<file path="src/hdl/term_select_pkg.sv">
package term_select_pkg;

  // ------------------------------------------------------------
  // Register bus
  // ------------------------------------------------------------
  localparam int ADDR_W = 4;
  localparam int DATA_W = 8;

  localparam logic [ADDR_W-1:0] FUNC_CTRL_ADDR = 4'h0;
  localparam logic [ADDR_W-1:0] OTG_CTRL_ADDR = 4'h4;
  localparam logic [ADDR_W-1:0] TERM_STATUS_ADDR = 4'h8;

  // ------------------------------------------------------------
  // Field positions
  // ------------------------------------------------------------
  localparam int SPEED_LSB = 0;
  localparam int TERM_BIT = 2;
  localparam int OPERATING_MODE_CODE_LSB = 3;
  localparam int DPLUS_PD_BIT = 1;
  localparam int DMINUS_PD_BIT = 2;

  // ------------------------------------------------------------
  // Field encodings
  // ------------------------------------------------------------
  localparam logic [1:0] SPEED_HS = 2'h0;
  localparam logic [1:0] SPEED_FS = 2'h1;
  localparam logic [1:0] SPEED_LS = 2'h2;
  localparam logic [1:0] SPEED_FS_LS = 2'h3;
  localparam logic [1:0] OPERATING_MODE_CODE_NORMAL = 2'h0;
  localparam logic [1:0] OPERATING_MODE_CODE_TRISTATE = 2'h1;
  localparam logic [1:0] OPERATING_MODE_CODE_NO_STUFF = 2'h2;

  // ------------------------------------------------------------
  // Values after reset
  // ------------------------------------------------------------
  localparam logic [1:0] SPEED_RESET = 2'h1;
  localparam logic TERM_RESET = 1'b0;
  localparam logic [1:0] OPERATING_MODE_CODE_RESET = 2'h0;
  localparam logic DPLUS_PD_RESET = 1'b1;
  localparam logic DMINUS_PD_RESET = 1'b1;

  // ------------------------------------------------------------
  // Carriers
  // ------------------------------------------------------------
  typedef struct packed {
    logic [1:0] transceiver_speed_select;
    logic termination_select;
    logic [1:0] operating_mode_code;
    logic dplus_pulldown_request;
    logic dminus_pulldown_request;
  } term_ctrl_t;

  typedef struct packed {
    logic hs_termination_enable;
    logic dminus_pulldown_enable;
    logic dplus_pulldown_enable;
    logic dminus_pullup_enable;
    logic dplus_pullup_enable;
  } res_en_t;

  localparam term_ctrl_t CTRL_RESET = '{
    transceiver_speed_select: SPEED_RESET,
    termination_select: TERM_RESET,
    operating_mode_code: OPERATING_MODE_CODE_RESET,
    dplus_pulldown_request: DPLUS_PD_RESET,
    dminus_pulldown_request: DMINUS_PD_RESET
  };

  localparam res_en_t RES_ALL_OFF = 5'h00;

endpackage

</file>
<file path="src/hdl/usb_termination_select_decoder.sv">
// The address map and the strobed register port were left to the implementer.
`timescale 1ns/1ps
`default_nettype none

module usb_termination_select_decoder
  import term_select_pkg::*;
(
  input wire logic clock_i, // 25 MHz clock
  input wire logic arst_n_i, // Async reset, active low
  input wire logic [term_select_pkg::ADDR_W-1:0] addr_i, // Byte address
  input wire logic [term_select_pkg::DATA_W-1:0] wdata_i, // Write data
  input wire logic wr_i, // Write strobe
  input wire logic rd_i, // Read strobe
  output logic [term_select_pkg::DATA_W-1:0] rdata_o, // Read data
  output term_select_pkg::res_en_t res_en_o // Resistor enables
);

  import term_select_pkg::*;

  // ------------------------------------------------------------
  // Termination decode
  // ------------------------------------------------------------
  function automatic res_en_t decode_term(input term_ctrl_t c);
    res_en_t r;
    logic hs;
    logic fs;
    logic ls;
    logic norm;
    logic nost;
    logic hostpd;
    logic nopd;
    logic otgpd;
    r = RES_ALL_OFF;
    hs = (c.transceiver_speed_select == SPEED_HS);
    fs = (c.transceiver_speed_select == SPEED_FS);
    ls = (c.transceiver_speed_select == SPEED_LS);
    norm = (c.operating_mode_code == OPERATING_MODE_CODE_NORMAL);
    nost = (c.operating_mode_code == OPERATING_MODE_CODE_NO_STUFF);
    hostpd = c.dplus_pulldown_request & c.dminus_pulldown_request;
    nopd = !c.dplus_pulldown_request && !c.dminus_pulldown_request;
    otgpd = !c.dplus_pulldown_request && c.dminus_pulldown_request;
    if (c.operating_mode_code == OPERATING_MODE_CODE_TRISTATE) begin
      r = RES_ALL_OFF;
    end else if (hostpd) begin
      // Host side: both pull-downs, HS termination in HS modes
      if (hs && !c.termination_select && (norm || nost)) begin
        r.dplus_pulldown_enable = 1'b1;
        r.dminus_pulldown_enable = 1'b1;
        r.hs_termination_enable = 1'b1;
      end else if (fs && !c.termination_select && norm) begin
        r.dplus_pulldown_enable = 1'b1;
        r.dminus_pulldown_enable = 1'b1;
      end else if (c.termination_select && (norm || nost)
                   && (fs || ls || c.transceiver_speed_select
                       == SPEED_FS_LS && norm)) begin
        r.dplus_pulldown_enable = 1'b1;
        r.dminus_pulldown_enable = 1'b1;
      end
    end else if (nopd || otgpd) begin
      // Peripheral side, OTG adds the D- pull-down to the D+ pull-up or HS termination
      if (hs && c.termination_select && nost) begin
        r.dplus_pullup_enable = 1'b1;
      end else if (hs && !c.termination_select && (norm || nost)) begin
        r.hs_termination_enable = 1'b1;
      end else if (fs && c.termination_select && (norm || nost)) begin
        r.dplus_pullup_enable = 1'b1;
      end else if (ls && c.termination_select && (norm || nost)
                   && nopd) begin
        r.dminus_pullup_enable = 1'b1;
      end
      if (otgpd && (r.dplus_pullup_enable || r.hs_termination_enable)) begin
        r.dminus_pulldown_enable = 1'b1;
      end
    end
    // Undefined combinations fall through to all off
    // No upstream hub port row exists
    return r;
  endfunction

  // ------------------------------------------------------------
  // Control registers
  // ------------------------------------------------------------
  term_ctrl_t ctrl_q;
  term_ctrl_t ctrl_d;

  always_comb begin
    ctrl_d = ctrl_q;
    if (wr_i && addr_i == FUNC_CTRL_ADDR) begin
      ctrl_d.transceiver_speed_select = wdata_i[SPEED_LSB +: 2];
      ctrl_d.termination_select = wdata_i[TERM_BIT];
      ctrl_d.operating_mode_code = wdata_i[OPERATING_MODE_CODE_LSB +: 2];
    end
    if (wr_i && addr_i == OTG_CTRL_ADDR) begin
      ctrl_d.dplus_pulldown_request = wdata_i[DPLUS_PD_BIT];
      ctrl_d.dminus_pulldown_request = wdata_i[DMINUS_PD_BIT];
    end
  end

  always_ff @(posedge clock_i or negedge arst_n_i) begin
    if (!arst_n_i) begin
      ctrl_q <= CTRL_RESET;
    end else begin
      ctrl_q <= ctrl_d;
    end
  end

  // ------------------------------------------------------------
  // Resistor enables
  // ------------------------------------------------------------
  res_en_t res_en_d;

  always_comb begin
    res_en_d = decode_term(ctrl_q);
  end

  always_ff @(posedge clock_i or negedge arst_n_i) begin
    if (!arst_n_i) begin
      res_en_o <= RES_ALL_OFF;
    end else begin
      res_en_o <= res_en_d;
    end
  end

  // ------------------------------------------------------------
  // Read data
  // ------------------------------------------------------------
  logic [DATA_W-1:0] rdata_d;

  always_comb begin
    rdata_d = '0;
    if (rd_i) begin
      unique case (addr_i)
        FUNC_CTRL_ADDR: begin
          rdata_d[SPEED_LSB +: 2] = ctrl_q.transceiver_speed_select;
          rdata_d[TERM_BIT] = ctrl_q.termination_select;
          rdata_d[OPERATING_MODE_CODE_LSB +: 2] = ctrl_q.operating_mode_code;
        end
        OTG_CTRL_ADDR: begin
          rdata_d[DPLUS_PD_BIT] = ctrl_q.dplus_pulldown_request;
          rdata_d[DMINUS_PD_BIT] = ctrl_q.dminus_pulldown_request;
        end
        TERM_STATUS_ADDR: begin
          rdata_d[4:0] = res_en_o;
        end
        default: begin
          rdata_d = '0;
        end
      endcase
    end
  end

  always_ff @(posedge clock_i or negedge arst_n_i) begin
    if (!arst_n_i) begin
      rdata_o <= '0;
    end else begin
      rdata_o <= rdata_d;
    end
  end

  logic past_valid_q;
  always_ff @(posedge clock_i or negedge arst_n_i) begin
    if (!arst_n_i) begin
      past_valid_q <= 1'b0;
    end else begin
      past_valid_q <= 1'b1;
    end
  end
endmodule

`default_nettype wire

</file>
<file path="config.mk">
export PLATFORM = sky130hd
export DESIGN_NAME = usb_termination_select_decoder
export DESIGN_NICKNAME = d
export VERILOG_FILES = /design/src/hdl/term_select_pkg.sv /design/src/hdl/usb_termination_select_decoder.sv
export SDC_FILE = /design/constraint.sdc
export NUM_CORES = 1
export LEC_CHECK = 0
export ABC_CLOCK_PERIOD_IN_PS = 3800
export BUFFER_PORTS_ARGS = -buffer_cell sky130_fd_sc_hd__buf_2
export CAP_MARGIN = 25
export CELL_PAD_IN_SITES_DETAIL_PLACEMENT = 1
export CELL_PAD_IN_SITES_GLOBAL_PLACEMENT = 1
export CORE_AREA = 2 2 51 53
export CTS_CLUSTER_DIAMETER = 60
export DETAILED_ROUTE_END_ITERATION = 7
export DIE_AREA = 0 0 53 55
export GPL_TIMING_DRIVEN = 0
export PLACE_DENSITY = 0.86
export REMOVE_ABC_BUFFERS = 1
export SETUP_SLACK_MARGIN = 0.4
export SLEW_MARGIN = 30
export SYNTH_ARGS = -nofsm -noshare
export SYNTH_HDL_FRONTEND = slang
export SYNTH_SLANG_ARGS = --single-unit
</file>
<file path="constraint.sdc">
create_clock -name clock_i -period 3.8 [get_ports clock_i]
set_input_delay 0.76 -clock clock_i [delete_from_list [all_inputs] [get_ports clock_i]]
set_output_delay 0.76 -clock clock_i [all_outputs]
set_load 0.01 [all_outputs]
</file>
==> flow_summary.toml <==
[run_status]
status = "completed"

[worst_setup_path]
crit_required_ns = 3.98
crit_path_start = "ctrl_q[5]$_DFFE_PN1P_"
arrival_ns = 1.83
r2r-end = "res_en_o[3]$_DFF_PN0_"
r2r-start = "ctrl_q[5]$_DFFE_PN1P_"
r2r_slack_ns = 2.15
startpoint_type = "flop"
setup.worst_path.end = "res_en_o[3]$_DFF_PN0_"
crit_fanout = 5
r2r_cells = 5
crit_type = "flop to flop"
critPathCaptureType = "flop"

[detailed_routing]
viasPerCell = 5.074
dr_total_vias = 619
postRouteAntennaNets = 0
wl_um = 1706
avgRoutedWirePerCell_um = 13.98
drc = 0
firstDrtPassIters = 4
drt-initial-drc-count = 5

[job]
cap_violations = 0

[die]
fp.coreArea_mm2 = 0.002365
die_area_mm2 = 0.002915
row_count = 18
die_y_um = 55
ioPinCount = 29
initial_utilization_pct = 36.19
die_x_um = 53

[final_layout]
nets = 113
antenna_cells = 0
syn_to_final_growth_pct = 17.25
drive_gt1_share_pct = 42.39

[placement]
hpwl_um = 1354
place.gp.congestion = 0.7585
portBuffers = 22
place_ws_ns = 2.122

[sta]
drv_slew = 0
max_freq_ghz = 0.6043
hold_viol_final = 0
layout_worst_path_cycle_share_pct = 43.55
finalSetupViolations = 0
fin_skew_ns = 0.0004786
fin_ws_ns = 2.145
post-route-min-period_ns = 1.655
setup_tns_ns = 0
hold_ws_ns = 0.3689
rsz0062_at_grt = "no"

[pwr]
peakVddDrop_mv = 0.2330
p_leak_nw = 0.5078
power_w = 0.0004554
powerDensity_mw_per_mm2 = 453.8

[worst_hold_path]
hold_class = "input port to async pin"

[synth]
synth_ff_type = "dfrtp_1"
yosysMostFrequentCell = "dfrtp_1"
synth_top_area_share_pct = 40.94
synth.avg_cell_area_um2 = 12.59
syn_inst = 68
synth_cell_type_count = 27
synth_common_cells = "dfrtp_1 (14), mux2_2 (7), mux2i_1 (5)"
synth-edff-count = 0
seq_area_frac_synth_pct = 50.15
ys_top_cells_by_area = "dfrtp_1 (41%), dfstp_2 (9.2%), mux2_2 (9.2%), ha_1 (5.8%), mux2i_1 (5.8%)"
yosys_warnings = 0
synth-seq-cells = 17
syn_area_um2 = 855.8
synth_largest_area_cell = "dfrtp_1"
async_reset_ff_share_pct = 100.0

[cts]
clkLatencyLatePin_ns = 0.29
clockRootBuffer = "clkbuf_4"
cts.sinks = 17
htreeDepth = 1
clockBufferDepth = 2
hold_buffers = 0
numCtsBuffers = 3
cts_tree = "built"
clkTransAtPathRegs_ns = 0.10
cts_resized = 0
post_cts_buffers = 0

[global_routing]
grt_pass1_vias = 629
globalRouteTotalUtil_pct = 13.95
grt_max_degree = 18
overflow = 0
antenna_found_initial = 0
grt_pass1_wl_um = 2808
## logic make-up after synthesis
| logic type | count (synthesis) | share of synthesized area (%) |
|---|---|---|
| other cells | 1 | 0.4382 |
| buf+inv | 8 | 5.701 |
| flops | 17 | 50.15 |
| fa+ha+maj | 4 | 5.848 |
| simple gates | 19 | 15.35 |
| mux | 12 | 15.06 |
| compound gates | 7 | 7.456 |
## per-layer routing
layer	vias to the layer above	part of all wire (%)	GRT usage [%]
met3	4	5.5	3.763
met1	311	39	15.15
li1	284	-	-
met2	20	54	24.58
met5	-	0	0
met4	0	1.8	8.120
## how the worst min path moves through the flow
stage / endpoint / cells past startpoint / slack (ns) / from
3_3_place_gp: rdata_o[3]$_DFF_PN0_ / 2 / 0.50 / res_en_o[3]$_DFF_PN0_
4_1_cts: ctrl_q[4]$_DFFE_PN0P_ / 1 / 0.37 / arst_n_i
2_1_floorplan: ctrl_q[2]$_DFFE_PN0P_ / 0 / 0.46 / arst_n_i
6_report: ctrl_q[4]$_DFFE_PN0P_ / 1 / 0.37 / arst_n_i
5_1_grt: ctrl_q[4]$_DFFE_PN0P_ / 1 / 0.39 / arst_n_i
3_5_place_dp: rdata_o[0]$_DFF_PN0_ / 2 / 0.51 / res_en_o[0]$_DFF_PN0_
## worst max-delay path, stage by stage, from the launching register on
cell and delay [ns]:
dfstp_2 0.59, inv_1 0.07, ha_1 0.27, nand2b_1 0.10, o32ai_1 0.11, a2111oi_2 0.40
## final cells by class
type	count	area, um2
Fill cell	283	1361
Sequential cell	17	429.2
Multi-Input combinational cell	45	385.4
Clock buffer	4	26.28
Timing Repair Buffer	22	110.1
Tap cell	30	37.54
Inverter	4	15.01
## report_power, final
group,internal [W],switching [W]
Sequential,0.000213,0.0000331
Clock,0.0000409,0.0000566
Combinational,0.0000562,0.0000562
Total,0.000310,0.000146
## registers in the layout (all words and copies together), names as in the netlist
register and count:
res_en_o 5, rdata_o 5, ctrl_q 7
## placed cells by master (no fill, tap or decap), drive strengths merged, types with 2 or more instances in the layout
master and count:
buf 22, dfrtp 14, mux2 7, mux2i 5, nor2 5, inv 4, ha 4, nor2b 4
clkbuf 4, conb 3, dfstp 3, nand2b 2, o2bb2ai 2, and3 2, a2111oi 2, nand3 2
## per-stage QoR
stage	util [%]	std cells	instance area, um2
after detailed placement	41.32	118	977.2
after floorplan	-	66	829.5
after CTS	42.43	122	1003
after global placement	41.32	118	977.2
after global routing	42.43	122	1003
final	42.43	122	1003
Power figures use the tool's default switching activity.
